[src/verilog/sadc_pkg.sv]
package sadc_pkg;
    // ------------------------------------------------------------
    // timing
    // ------------------------------------------------------------
    localparam int CLK_NS       = 100;
    localparam int CONV_NS      = 500;
    localparam int CONV_DIV     = CONV_NS / CLK_NS;
    localparam int FILT_TICKS   = 2;
    localparam int CONV_MIN     = 26;
    localparam int CONV_MAX     = 32;
    localparam int SAMPLE_NS    = 1000;
    localparam int SAMPLE_CYC   = (SAMPLE_NS + CLK_NS - 1) / CLK_NS;
    localparam int CS_HOLD_NS   = 4 * CONV_NS;
    localparam int CS_HOLD_CYC  = (CS_HOLD_NS + CLK_NS - 1) / CLK_NS;
    localparam int CONV_WAIT_NS = (CONV_MAX + 2) * CONV_NS;
    localparam int CONV_WAIT_CYC = (CONV_WAIT_NS + CLK_NS - 1) / CLK_NS;
    localparam int SCLK_HALF    = 4;
    // ------------------------------------------------------------
    // framing and addresses
    // ------------------------------------------------------------
    localparam int XFER_BITS  = 8;
    localparam int ADDR_BITS  = 5;
    localparam logic [4:0] ADDR_HALF_SCALE = 5'h13;
    localparam logic [4:0] ADDR_NONE_FIRST = 5'h14;
    localparam logic [4:0] ADDR_TEST_FIRST = 5'h18;
    localparam logic [7:0] RESULT_RST      = 8'h00;
    localparam logic [7:0] HALF_SCALE_CODE = 8'h80;
    localparam logic [7:0] NO_CHANNEL_CODE = 8'h00;
    localparam logic [2:0] LFSR_SEED       = 3'h1;
    // ------------------------------------------------------------
    // states
    // ------------------------------------------------------------
    typedef enum logic [1:0] {DS_IDLE, DS_XFER, DS_SAMPLE, DS_CONV} sadc_dev_e;
    typedef enum logic [1:0] {HS_IDLE, HS_SETUP, HS_SHIFT, HS_GAP} sadc_host_e;
endpackage : sadc_pkg

[src/verilog/sadc_if.sv]
`timescale 1ns/100ps
interface sadc_if;
    logic cs_n;
    logic sclk;
    logic serial_address_in;
    logic dout;
    logic dout_oe;
    logic dout_level;
    // undriven data line rests high
    assign dout_level = dout_oe ? dout : 1'b1;
    modport dev (input cs_n, input sclk, input serial_address_in,
                 output dout, output dout_oe);
    modport host (output cs_n, output sclk, output serial_address_in,
                  input dout_level);
endinterface : sadc_if

[src/verilog/sadc_device.sv]
`timescale 1ns/100ps
// Notes on behaviour
// - select fall recognised after one-two conversion periods
// - select pulses under one period ignored
// - host holds select low for 20 clocks before shifting
// - select fall drives previous result msb at once
// - address bits shift on the first five rising edges
// - five cycles address, three cycles sample
// - bits six to zero on falling edges
// - eighth fall starts 26-32 period conversion
// - select low: next exchange after conversion
// - host reselects after 34th conversion period
// - select high: output off, result kept
// - recognised strobe aborts, data invalid until conversion
// - gated clock stops 34 periods after exchange
// - select low: new msb after conversion
// - five-bit address msb first selects input
// - addresses 24 up enter logic test mode
// - sample 1 us after eighth fall, hold
// - result kept until read, read restarts
// - rise samples address, fall shifts result
module sadc_device
    import sadc_pkg::*;
#(
    parameter int CONV_DIV_P   = CONV_DIV,
    parameter int SAMPLE_CYC_P = SAMPLE_CYC
) (
    // clock and reset
    input  wire logic       clk,
    input  wire logic       arst_n,
    input  wire logic       ce,
    // serial link
    sadc_if.dev             link,
    // analog front end
    input  wire logic [7:0] analog_code,
    output logic      [4:0] chan_sel_q,
    output logic            half_scale_test_input_q,
    output logic            chan_none_q,
    output logic            sampling_q,
    // conversion status
    output logic [7:0]      result_q,
    output logic            result_valid_q,
    output logic            conv_done_q,
    // production test mode
    output logic            test_mode_q,
    output logic [4:0]      test_out_q
);
    // ------------------------------------------------------------
    // pin synchronisers
    // ------------------------------------------------------------
    logic cs_s1_q, cs_s2_q;
    logic sclk_s1_q, sclk_s2_q, sclk_d_q;
    logic din_s1_q, din_s2_q;
    always_ff @(posedge clk or negedge arst_n) begin
        if (!arst_n) begin
            cs_s1_q   <= 1'b1;
            cs_s2_q   <= 1'b1;
            sclk_s1_q <= 1'b0;
            sclk_s2_q <= 1'b0;
            sclk_d_q  <= 1'b0;
            din_s1_q  <= 1'b0;
            din_s2_q  <= 1'b0;
        end else if (ce) begin
            cs_s1_q   <= link.cs_n;
            cs_s2_q   <= cs_s1_q;
            sclk_s1_q <= link.sclk;
            sclk_s2_q <= sclk_s1_q;
            sclk_d_q  <= sclk_s2_q;
            din_s1_q  <= link.serial_address_in;
            din_s2_q  <= din_s1_q;
        end
    end
    // shift clock is ignored while select is high
    logic sclk_rise, sclk_fall;
    assign sclk_rise = sclk_s2_q & ~sclk_d_q & ~cs_s2_q;
    assign sclk_fall = ~sclk_s2_q & sclk_d_q & ~cs_s2_q;
    // ------------------------------------------------------------
    // conversion clock
    // ------------------------------------------------------------
    localparam int DW = $clog2(CONV_DIV_P + 1);
    logic [DW-1:0] div_q;
    logic          tick_q;
    always_ff @(posedge clk or negedge arst_n) begin
        if (!arst_n) begin
            div_q  <= '0;
            tick_q <= 1'b0;
        end else if (ce) begin
            if (div_q == DW'(CONV_DIV_P - 1)) begin
                div_q  <= '0;
                tick_q <= 1'b1;
            end else begin
                div_q  <= div_q + DW'(1);
                tick_q <= 1'b0;
            end
        end
    end
    // ------------------------------------------------------------
    // select filter
    // ------------------------------------------------------------
    logic       cs_f_q;
    logic [1:0] filt_q;
    logic       filt_hit;
    assign filt_hit = tick_q && (cs_s2_q != cs_f_q) && (filt_q == 2'(FILT_TICKS - 1));
    always_ff @(posedge clk or negedge arst_n) begin
        if (!arst_n) begin
            cs_f_q <= 1'b1;
            filt_q <= '0;
        end else if (ce) begin
            if (cs_s2_q == cs_f_q) begin
                filt_q <= '0;
            end else if (filt_hit) begin
                cs_f_q <= cs_s2_q;
                filt_q <= '0;
            end else if (tick_q) begin
                filt_q <= filt_q + 2'h1;
            end
        end
    end
    logic cs_rec_low, cs_rec_high;
    assign cs_rec_low  = filt_hit & ~cs_s2_q;
    assign cs_rec_high = filt_hit & cs_s2_q;
    // ------------------------------------------------------------
    // conversion length source
    // ------------------------------------------------------------
    logic [2:0] lfsr_q;
    always_ff @(posedge clk or negedge arst_n) begin
        if (!arst_n) begin
            lfsr_q <= LFSR_SEED;
        end else if (ce) begin
            lfsr_q <= {lfsr_q[1:0], lfsr_q[2] ^ lfsr_q[1]};
        end
    end
    // ------------------------------------------------------------
    // exchange and conversion sequencer
    // ------------------------------------------------------------
    sadc_dev_e   state_q;
    logic [3:0]  rise_q, fall_q;
    logic [4:0]  addr_sr_q;
    logic [7:0]  out_sr_q;
    logic [7:0]  held_q;
    logic [5:0]  conv_q, conv_len_q;
    logic [4:0]  samp_q;
    logic [4:0]  addr_now;
    logic [7:0]  code_now;
    assign addr_now = {addr_sr_q[3:0], din_s2_q};
    always_comb begin
        if (half_scale_test_input_q) begin
            code_now = HALF_SCALE_CODE;
        end else if (chan_none_q) begin
            code_now = NO_CHANNEL_CODE;
        end else begin
            code_now = analog_code;
        end
    end
    always_ff @(posedge clk or negedge arst_n) begin
        if (!arst_n) begin
            state_q        <= DS_IDLE;
            rise_q         <= '0;
            fall_q         <= '0;
            addr_sr_q      <= '0;
            out_sr_q       <= RESULT_RST;
            held_q         <= RESULT_RST;
            result_q       <= RESULT_RST;
            result_valid_q <= 1'b0;
            conv_done_q    <= 1'b0;
            conv_q         <= '0;
            conv_len_q     <= 6'(CONV_MAX);
            samp_q         <= '0;
        end else if (ce) begin
            conv_done_q <= 1'b0;
            if (cs_rec_low) begin
                if (state_q != DS_IDLE) begin
                    result_valid_q <= 1'b0;
                end
                state_q  <= DS_XFER;
                rise_q   <= '0;
                fall_q   <= '0;
                out_sr_q <= result_q;
            end else if (cs_rec_high && state_q != DS_CONV && state_q != DS_SAMPLE) begin
                if (state_q != DS_IDLE) begin
                    result_valid_q <= 1'b0;
                end
                state_q <= DS_IDLE;
            end else begin
                case (state_q)
                    DS_XFER: begin
                        if (sclk_rise && rise_q < 4'(XFER_BITS)) begin
                            rise_q <= rise_q + 4'h1;
                            if (rise_q < 4'(ADDR_BITS)) begin
                                addr_sr_q <= addr_now;
                            end
                        end
                        if (sclk_fall) begin
                            fall_q <= fall_q + 4'h1;
                            if (fall_q == 4'(XFER_BITS - 1)) begin
                                state_q <= DS_SAMPLE;
                                samp_q  <= '0;
                            end else begin
                                out_sr_q <= {out_sr_q[6:0], 1'b0};
                            end
                        end
                    end
                    DS_SAMPLE: begin
                        if (samp_q == 5'(SAMPLE_CYC_P - 1)) begin
                            held_q     <= code_now;
                            state_q    <= DS_CONV;
                            conv_q     <= '0;
                            conv_len_q <= 6'(CONV_MIN - 1) + {3'h0, lfsr_q};
                        end else begin
                            samp_q <= samp_q + 5'h1;
                        end
                    end
                    DS_CONV: begin
                        if (tick_q) begin
                            conv_q <= conv_q + 6'h1;
                            if (conv_q == conv_len_q - 6'h1) begin
                                result_q       <= held_q;
                                result_valid_q <= 1'b1;
                                conv_done_q    <= 1'b1;
                                if (!cs_f_q) begin
                                    state_q  <= DS_XFER;
                                    rise_q   <= '0;
                                    fall_q   <= '0;
                                    out_sr_q <= held_q;
                                end else begin
                                    state_q <= DS_IDLE;
                                end
                            end
                        end
                    end
                    DS_IDLE: begin
                        rise_q   <= '0;
                        out_sr_q <= result_q;
                    end
                    default: begin
                        state_q <= DS_IDLE;
                    end
                endcase
            end
        end
    end
    // ------------------------------------------------------------
    // channel selection and sampling
    // ------------------------------------------------------------
    always_ff @(posedge clk or negedge arst_n) begin
        if (!arst_n) begin
            chan_sel_q              <= '0;
            half_scale_test_input_q <= 1'b0;
            chan_none_q             <= 1'b0;
            test_mode_q             <= 1'b0;
            sampling_q              <= 1'b0;
        end else if (ce) begin
            if (state_q == DS_XFER && sclk_rise && rise_q == 4'(ADDR_BITS - 1)) begin
                chan_sel_q              <= addr_now;
                half_scale_test_input_q <= addr_now == ADDR_HALF_SCALE;
                chan_none_q             <= addr_now >= ADDR_NONE_FIRST
                                           && addr_now < ADDR_TEST_FIRST;
                test_mode_q             <= addr_now >= ADDR_TEST_FIRST;
                sampling_q              <= 1'b1;
            end else if (state_q == DS_SAMPLE && samp_q == 5'(SAMPLE_CYC_P - 1)) begin
                sampling_q <= 1'b0;
            end else if (state_q == DS_IDLE) begin
                sampling_q <= 1'b0;
            end
        end
    end
    // ------------------------------------------------------------
    // output pins
    // ------------------------------------------------------------
    always_ff @(posedge clk or negedge arst_n) begin
        if (!arst_n) begin
            test_out_q <= '0;
        end else if (ce) begin
            test_out_q <= test_mode_q ? result_q[4:0] : 5'h00;
        end
    end
    // driver follows the synchronised select, ahead of the filter
    assign link.dout    = out_sr_q[7];
    assign link.dout_oe = ~cs_s2_q;
endmodule : sadc_device

[src/flat_wrapper.sv]
// flat-port wrapper written by rule: the top's interface ports become plain ports
module sadc_device_flat import sadc_pkg::*;
#(
    parameter int CONV_DIV_P   = CONV_DIV,
    parameter int SAMPLE_CYC_P = SAMPLE_CYC
)
  (clk, arst_n, ce, analog_code, chan_sel_q, half_scale_test_input_q, chan_none_q, sampling_q, result_q, result_valid_q, conv_done_q, test_mode_q, test_out_q, link_cs_n, link_sclk, link_serial_address_in, link_dout, link_dout_oe);
  sadc_if link_i ();
  input  wire logic clk;
  input  wire logic arst_n;
  input  wire logic ce;
  input  wire logic [7:0] analog_code;
  output logic      [4:0] chan_sel_q;
  output logic half_scale_test_input_q;
  output logic chan_none_q;
  output logic sampling_q;
  output logic [7:0] result_q;
  output logic result_valid_q;
  output logic conv_done_q;
  output logic test_mode_q;
  output logic [4:0] test_out_q;
  input wire logic [$bits(link_i.cs_n)-1:0] link_cs_n;
  input wire logic [$bits(link_i.sclk)-1:0] link_sclk;
  input wire logic [$bits(link_i.serial_address_in)-1:0] link_serial_address_in;
  output wire logic [$bits(link_i.dout)-1:0] link_dout;
  output wire logic [$bits(link_i.dout_oe)-1:0] link_dout_oe;
  assign link_i.cs_n = link_cs_n;
  assign link_i.sclk = link_sclk;
  assign link_i.serial_address_in = link_serial_address_in;
  assign link_dout = link_i.dout;
  assign link_dout_oe = link_i.dout_oe;
  sadc_device #(.CONV_DIV_P(CONV_DIV_P), .SAMPLE_CYC_P(SAMPLE_CYC_P)) u_core (.clk(clk), .arst_n(arst_n), .ce(ce), .link(link_i), .analog_code(analog_code), .chan_sel_q(chan_sel_q), .half_scale_test_input_q(half_scale_test_input_q), .chan_none_q(chan_none_q), .sampling_q(sampling_q), .result_q(result_q), .result_valid_q(result_valid_q), .conv_done_q(conv_done_q), .test_mode_q(test_mode_q), .test_out_q(test_out_q));
endmodule
[config.mk]
export PLATFORM = sky130hd
export DESIGN_NAME = sadc_device_flat
export DESIGN_NICKNAME = d
export VERILOG_FILES = /design/src/verilog/sadc_pkg.sv /design/src/verilog/sadc_if.sv /design/src/verilog/sadc_device.sv /design/src/flat_wrapper.sv
export SDC_FILE = /design/constraint.sdc
export NUM_CORES = 1
export LEC_CHECK = 0
export BUFFER_PORTS_ARGS = -buffer_cell sky130_fd_sc_hd__buf_2
export CAP_MARGIN = 20
export CORE_ASPECT_RATIO = 1.4
export CORE_UTILIZATION = 30
export CTS_CLUSTER_SIZE = 28
export DETAILED_ROUTE_END_ITERATION = 16
export GPL_TIMING_DRIVEN = 0
export PLACE_DENSITY = 0.44
export SLEW_MARGIN = 20
export SYNTH_ARGS = -nofsm -noshare
export SYNTH_HDL_FRONTEND = slang
export SYNTH_SLANG_ARGS = --single-unit
[constraint.sdc]
create_clock -name clk -period 2.73 [get_ports clk]
set_input_delay 0.546 -clock clk [delete_from_list [all_inputs] [get_ports clk]]
set_output_delay 0.546 -clock clk [all_outputs]
set_load 0.01 [all_outputs]
==> results of run 1 <==
==> flip-flops by register name (all words and copies together) (netlist names), 5 cells and up <==
signal	cells
u_core.conv_q	6
u_core.samp_q	5
u_core.out_sr_q	8
u_core.chan_sel_q	5
u_core.result_q	8
u_core.test_out_q	5
u_core.conv_len_q	6
u_core.held_q	8
==> final cells by class <==
class	count	area, um2
plain buffers	16	66.3
clock buffers	9	225
clock inverters	7	71.3
fillers	1541	9250
inverters	35	131
multi-input cells	307	2140
flip-flops and latches	88	2210
well taps	189	236
repair buffers	41	239
==> worst max-delay path by stage <==
stage	endpoint	from
floorplan	u_core.out_sr_q[0]	u_core.state_q[0]
global placement	u_core.half_scale_test_input_q	ce
detailed placement	u_core.half_scale_test_input_q	ce
CTS	u_core.rise_q[3]	u_core.state_q[0]
global route	u_core.out_sr_q[0]	u_core.state_q[1]
finish	u_core.out_sr_q[0]	u_core.state_q[1]
==> worst register-to-register path, cell delays in order, from the launching register on <==
cell and delay [ns]:
dfrtp_1 0.50, ha_1 0.45, or2_2 0.22, o32a_1 0.19
o21a_1 0.30, o21ai_0 0.22, nor2_4 0.25, mux2_1 0.35
==> routing by layer <==
| metal | up-vias | share of wire | track usage |
|---|---|---|---|
| met4 | 0 | 0.030 | 0.0778 |
| li1 | 1697 | - | - |
| met5 | - | 0 | 0 |
| met3 | 23 | 0.026 | 0.0248 |
| met2 | 56 | 0.49 | 0.279 |
| met1 | 1752 | 0.45 | 0.193 |
==> stage by stage <==
| stage | instances | setup TNS, ns | power [mW] |
|---|---|---|---|
| 6_report | 692 | 0 | 4.32 |
| 4_1_cts | 690 | 0 | 4.36 |
| 3_3_place_gp | 673 | 0 | 3.04 |
| 3_5_place_dp | 674 | -0.0139 | 3.08 |
| 5_1_grt | 692 | -0.0367 | 4.62 |
| 2_1_floorplan | 446 | 0 | 2.67 |
==> cells by family (layout without fill, tap and decap cells) <==
| group | after synthesis | in the layout | share of synthesized area |
|---|---|---|---|
| muxes | 28 | 28 | 0.0686 |
| DFF | 88 | 88 | 0.488 |
| xor gates and xnor gates | 13 | 13 | 0.0252 |
| AOI/OAI and AO/OA | 110 | 110 | 0.162 |
| adders and majority gates | 17 | 17 | 0.0470 |
| and+or+nand+nor | 139 | 139 | 0.165 |
| buffers and inverters | 51 | 108 | 0.0437 |
==> power breakdown <==
group	total [mW]	switching [mW]	internal [mW]	leakage (nW)
registers	1.67	0.181	1.49	1.11
logic	1.41	0.839	0.568	1.26
clock network	1.24	0.598	0.645	0.146
==> cell usage in the layout, fill, tap and decap left out, types with 3 or more instances in the layout <==
cell	netlist	routed
nand2b_1	6	6
clkbuf_16	0	9
a21oi_1	19	19
xnor2_1	5	5
inv_6	0	3
nor2b_1	4	4
o21ai_0	38	38
a22oi_1	7	7
nand2_1	36	36
xor2_1	8	8
o21a_1	3	3
a31o_2	7	7
nand3b_1	3	3
inv_1	35	35
nand3_1	25	25
nor2_1	24	24
nand4_1	9	9
nor3_1	3	3
and2_1	3	3
buf_2	5	42
a21o_1	4	4
a2bb2oi_1	7	7
clkbuf_1	10	10
mux2_2	22	22
ha_1	17	17
mux2i_1	4	4
and3_1	5	5
dfstp_2	5	5
dfrtp_1	83	82
==> timing repair <==
item | 4_1_cts | 5_1_grt
buffers inserted | 0 | 2
pin swaps | 0 | 1
resized for setup | 2 | 4
endpoints found under the setup margin | 5 | 16
==> run_results.csv, run 1 <==
group,metric,value,unit
setup_path,r2r_setup_slack,0.13,ns
place,placed_area,4980,um2
drt,drtIter0Drc,111,
synth,synth_seq_area_share,0.488,
drt,vias,3528,
final_layout,layout-drive-gt1-share,0.219,
clock_tree,holdBufCountCts,0,
setup_path,rr_startpoint,"u_core.state_q[1]",
floorplanning,die_h,147,um
run_status,status,"finished clean",
synth,synth-edff-count,0,
synth,synth_flop_cell,"dfrtp_1",
global_routing,grt_antenna_before_repair,0,
synth,synth_top_area_share,0.459,
synth,ys_types,64,
clock_tree,clockBufferDepth,2,
clock_tree,path_clk_slew,0.07,ns
setup_path,critical_path.top_delay_family,"compound AO/OA/AOI/OAI gates",
place,port_buffers,38,
floorplanning,ioPinCount,40,
setup_path,crit_slowest_cell,"dfrtp_1",
synth,synth_nets,477,
synth,yosysTopAreaCell,"dfrtp_1",
setup_path,path_cells,"ha_1 > or2_2 > o32a_1 > o21a_1 > o21ai_0 > nor2_4 > mux2_1",
floorplanning,dieArea,15600,um2
final_layout,diodes,0,
clock_tree,insertion_delay,0.35,ns
floorplanning,core,14600,um2
timing,post-route-period-util,0.954,
final_layout,nNetsFinal,529,
synth,syn_inst,446,
setup_path,criticalPathCategory,"flop to flop",
timing,holdWs,0.0342,ns
power_and_ir_drop,p_leak,2.51,nW
power_and_ir_drop,vdd_drop_max,0.000263,V
drt,wl_per_cell,16.7,um
floorplanning,num_rows,52,
clock_tree,cts_tree,"yes",
worst_hold_path,hp-class,"input port to asynchronous set/reset pin",
drt,route.antenna.remaining_nets,0,
place,pre_cts_ws,-0.0139,ns
clock_tree,cts_buffers,9,
setup_path,cp_num_buf_inv,0,
setup_path,cp.required,2.96,ns
power_and_ir_drop,p_per_area,812,nW/um2
drt,viasPerCell,5.10,
place,post-dp-hpwl,8440,um
synth,postSynthAreaPerCell,10.1,um2
global_routing,grt_pass1_vias,3774,
synth,ys_seq_elements,88,
drt,routed_wl,11500,um
global_routing,grt_max_degree,69,
setup_path,critPathLaunchType,"flop",
timing,relSlewSlack,0.437,
synth,synth_most_common_cell,"dfrtp_1",
timing,hold_viol_final,0,
clock_tree,htreeDepth,3,
timing,min_period,2.60,ns
synth,yosys-top-cells-count,"83 x dfrtp_1, 38 x o21ai_0, 36 x nand2_1",
timing,drv_slew,0,
final_layout,fin_util,0.365,
setup_path,worst_r2r_path_depth,7,
timing,finalWorstSetupSlack,0.127,ns
clock_tree,cts_root_buffer,"clkbuf_16",
floorplanning,die_x,106,um
clock_tree,cts_sinks,88,
floorplanning,start_util,0.310,
setup_path,end_kind,"flop",
global_routing,grt_pass1_wl,19500,um
timing,worstMarginPinSlew,0.844,ns
synth,synth_area,4520,um2
setup_path,max_stage_delay,0.50,ns
setup_path,critPathMaxFanout,9,
timing,fmax,384,MHz
synth,async_flop_share,1.00,
drt,drc,0,
run,maxCapViolCount,0,
setup_path,critPathArrivalTime,2.83,ns
setup_path,cp.depth,7,
global_routing,overflow,0,
global_routing,grt_usage,0.161,
final_layout,area_growth,17.7,%
timing,setup_viol,0,
synth,synthTopCellsByArea,"dfrtp_1 46%, mux2_2 5.5%, ha_1 4.7%",
setup_path,reg2reg_to,"u_core.out_sr_q[0]",
synth,yosysWarnings,0,
timing,rsz0062_at_grt,"true",
final_layout,design_area,5320,um2
drt,dr.pass1.iters,4,
timing,finClkSkew,0.00962,ns
place,gp_congestion,0.776,
Power figures use the tool's default switching activity.
==> inputs of run 2 (changes only) <==
- CORE_MARGIN: default -> 10
==> run_results.csv, run 2 (same netlist as run 1, synthesis figures left out) <==
group,metric,value,unit
clock_tree,path_clk_slew,0.07,ns
global_routing,grt_usage,0.120,
worst_hold_path,hp-class,"input port to flop",
floorplanning,core,14900,um2
floorplanning,dieArea,20500,um2
timing,drv_slew,0,
global_routing,grt_pass1_vias,3669,
timing,post-route-period-util,0.957,
setup_path,end_kind,"flop",
timing,relSlewSlack,0.522,
global_routing,grt_antenna_before_repair,0,
final_layout,fin_util,0.357,
timing,fmax,383,MHz
setup_path,max_stage_delay,0.58,ns
timing,worstMarginPinSlew,0.712,ns
run_status,status,"finished clean",
final_layout,nNetsFinal,530,
worst_hold_path,min_from,"analog_code[5]",
timing,hold_viol_final,0,
floorplanning,ioPinCount,40,
place,post-dp-hpwl,8390,um
final_layout,area_growth,17.9,%
final_layout,seq_area,2210,um2
setup_path,criticalPathCategory,"flop to flop",
drt,wl_per_cell,16.6,um
place,placed_area,4990,um2
drt,route.antenna.remaining_nets,0,
power_and_ir_drop,p_per_area,808,nW/um2
final_layout,layout-drive-gt1-share,0.216,
setup_path,critPathMaxFanout,8,
setup_path,cp.required,2.97,ns
final_layout,mostFrequentLayoutCells,"83 x dfrtp_1, 42 x buf_2, 38 x o21ai_0",
timing,setup_viol,0,
clock_tree,cts_root_buffer,"clkbuf_16",
drt,dr.pass1.iters,4,
drt,vias,3480,
setup_path,critPathArrivalTime,2.85,ns
global_routing,grt_max_degree,77,
floorplanning,die_h,165,um
setup_path,crit_slowest_cell,"o21ai_1",
final_layout,multi_input_area,2140,um2
place,gp_congestion,0.781,
clock_tree,htreeDepth,3,
setup_path,critPathLaunchType,"flop",
global_routing,overflow,0,
floorplanning,num_rows,53,
place,port_buffers,38,
drt,drtIter0Drc,119,
place,pre_cts_ws,-0.172,ns
global_routing,grt_pass1_wl,19300,um
setup_path,path_cells,"inv_1 > ha_1 > or2_2 > o32a_1 > o21ai_1 > nor3b_1 > a221oi_1",
clock_tree,cts_sinks,88,
final_layout,design_area,5330,um2
drt,viasPerCell,5.00,
clock_tree,cts_buffers,9,
setup_path,worst_r2r_path_depth,7,
timing,min_period,2.61,ns
power_and_ir_drop,vdd_drop_max,0.000311,V
timing,rsz0062_at_grt,"false",
clock_tree,cts_tree,"yes",
run,maxCapViolCount,0,
clock_tree,clockBufferDepth,2,
drt,drc,0,
power_and_ir_drop,p_leak,2.51,nW
final_layout,fill_cells,1549,
floorplanning,start_util,0.303,
setup_path,reg2reg_to,"u_core.rise_q[3]",
final_layout,diodes,0,
drt,routed_wl,11500,um
clock_tree,insertion_delay,0.35,ns
setup_path,r2r_setup_slack,0.12,ns
floorplanning,die_x,124,um
timing,finClkSkew,0.00937,ns
final_layout,layout_commonest_cell,"dfrtp_1",
worst_hold_path,worstHoldEndpoint,"u_core.held_q[5]",
final_layout,reg.largest.list,"u_core.held_q x8, u_core.out_sr_q x8, u_core.result_q x8",
worst_hold_path,hold_depth,3,
setup_path,rr_startpoint,"u_core.state_q[0]",
timing,finalWorstSetupSlack,0.119,ns
## run 2: final cells by class
type | instances | area share
flip-flops and latches | 88 | 0.414
multi-input cells | 307 | 0.401
repair buffers | 42 | 0.0467
well taps | 192 | 0.0450
clock buffers | 10 | 0.0448
inverters | 35 | 0.0246
plain buffers | 16 | 0.0127
clock inverters | 6 | 0.0106
## run 2: through the flow
stage | hold WS [ns] | std cells | power [mW] | setup TNS [ns]
6_report | 0.429 | 696 | 4.31 | 0
5_1_grt | 0.427 | 696 | 4.61 | 0
4_1_cts | 0.000430 | 693 | 4.32 | 0
3_5_place_dp | 0.375 | 677 | 3.06 | -1.73
3_3_place_gp | 0.455 | 676 | 3.04 | -1.14
2_1_floorplan | 0.250 | 446 | 2.67 | 0
## run 2: how the worst max path moves through the flow
stage                                 start            endpoint  depth (start not counted)
after CTS                 u_core.state_q[1]  u_core.out_sr_q[0]                          7
after floorplan           u_core.state_q[0]  u_core.out_sr_q[0]                          8
final                     u_core.state_q[0]    u_core.rise_q[3]                          7
after global placement    u_core.state_q[0]    u_core.held_q[6]                          8
after global routing      u_core.state_q[0]    u_core.rise_q[3]                          7
after detailed placement  u_core.state_q[0]    u_core.held_q[5]                          8
## run 2: where the power goes
| group | switching [mW] | leakage [nW] | internal (mW) | total (mW) |
|---|---|---|---|---|
| Clock | 0.574 | 0.144 | 0.665 | 1.24 |
| Combinational | 0.836 | 1.26 | 0.566 | 1.40 |
| Sequential | 0.177 | 1.11 | 1.49 | 1.67 |
## run 2: critical path: cells and delay by family (launching register included)
kind | cells | cell delay, ns
compound gates | 3 | 1.18
simple gates | 2 | 0.47
flops | 1 | 0.45
fa+ha+maj | 1 | 0.31
buf+inv | 1 | 0.11
## run 2: metal layers
layer	wire length, um	vias up	track usage
met4	169	0	0.0430
met1	5230	1692	0.154
li1	-	1698	-
met3	528	15	0.0272
met5	0	-	0
met2	5620	75	0.191
## run 2: what timing repair did
action	CTS	global route
setup endpoints to repair	12	18
hold endpoints to repair	0	7
setup buffers	0	2
hold buffers	0	1
resized for setup	1	5
pin swaps	0	1
cloned	0	0
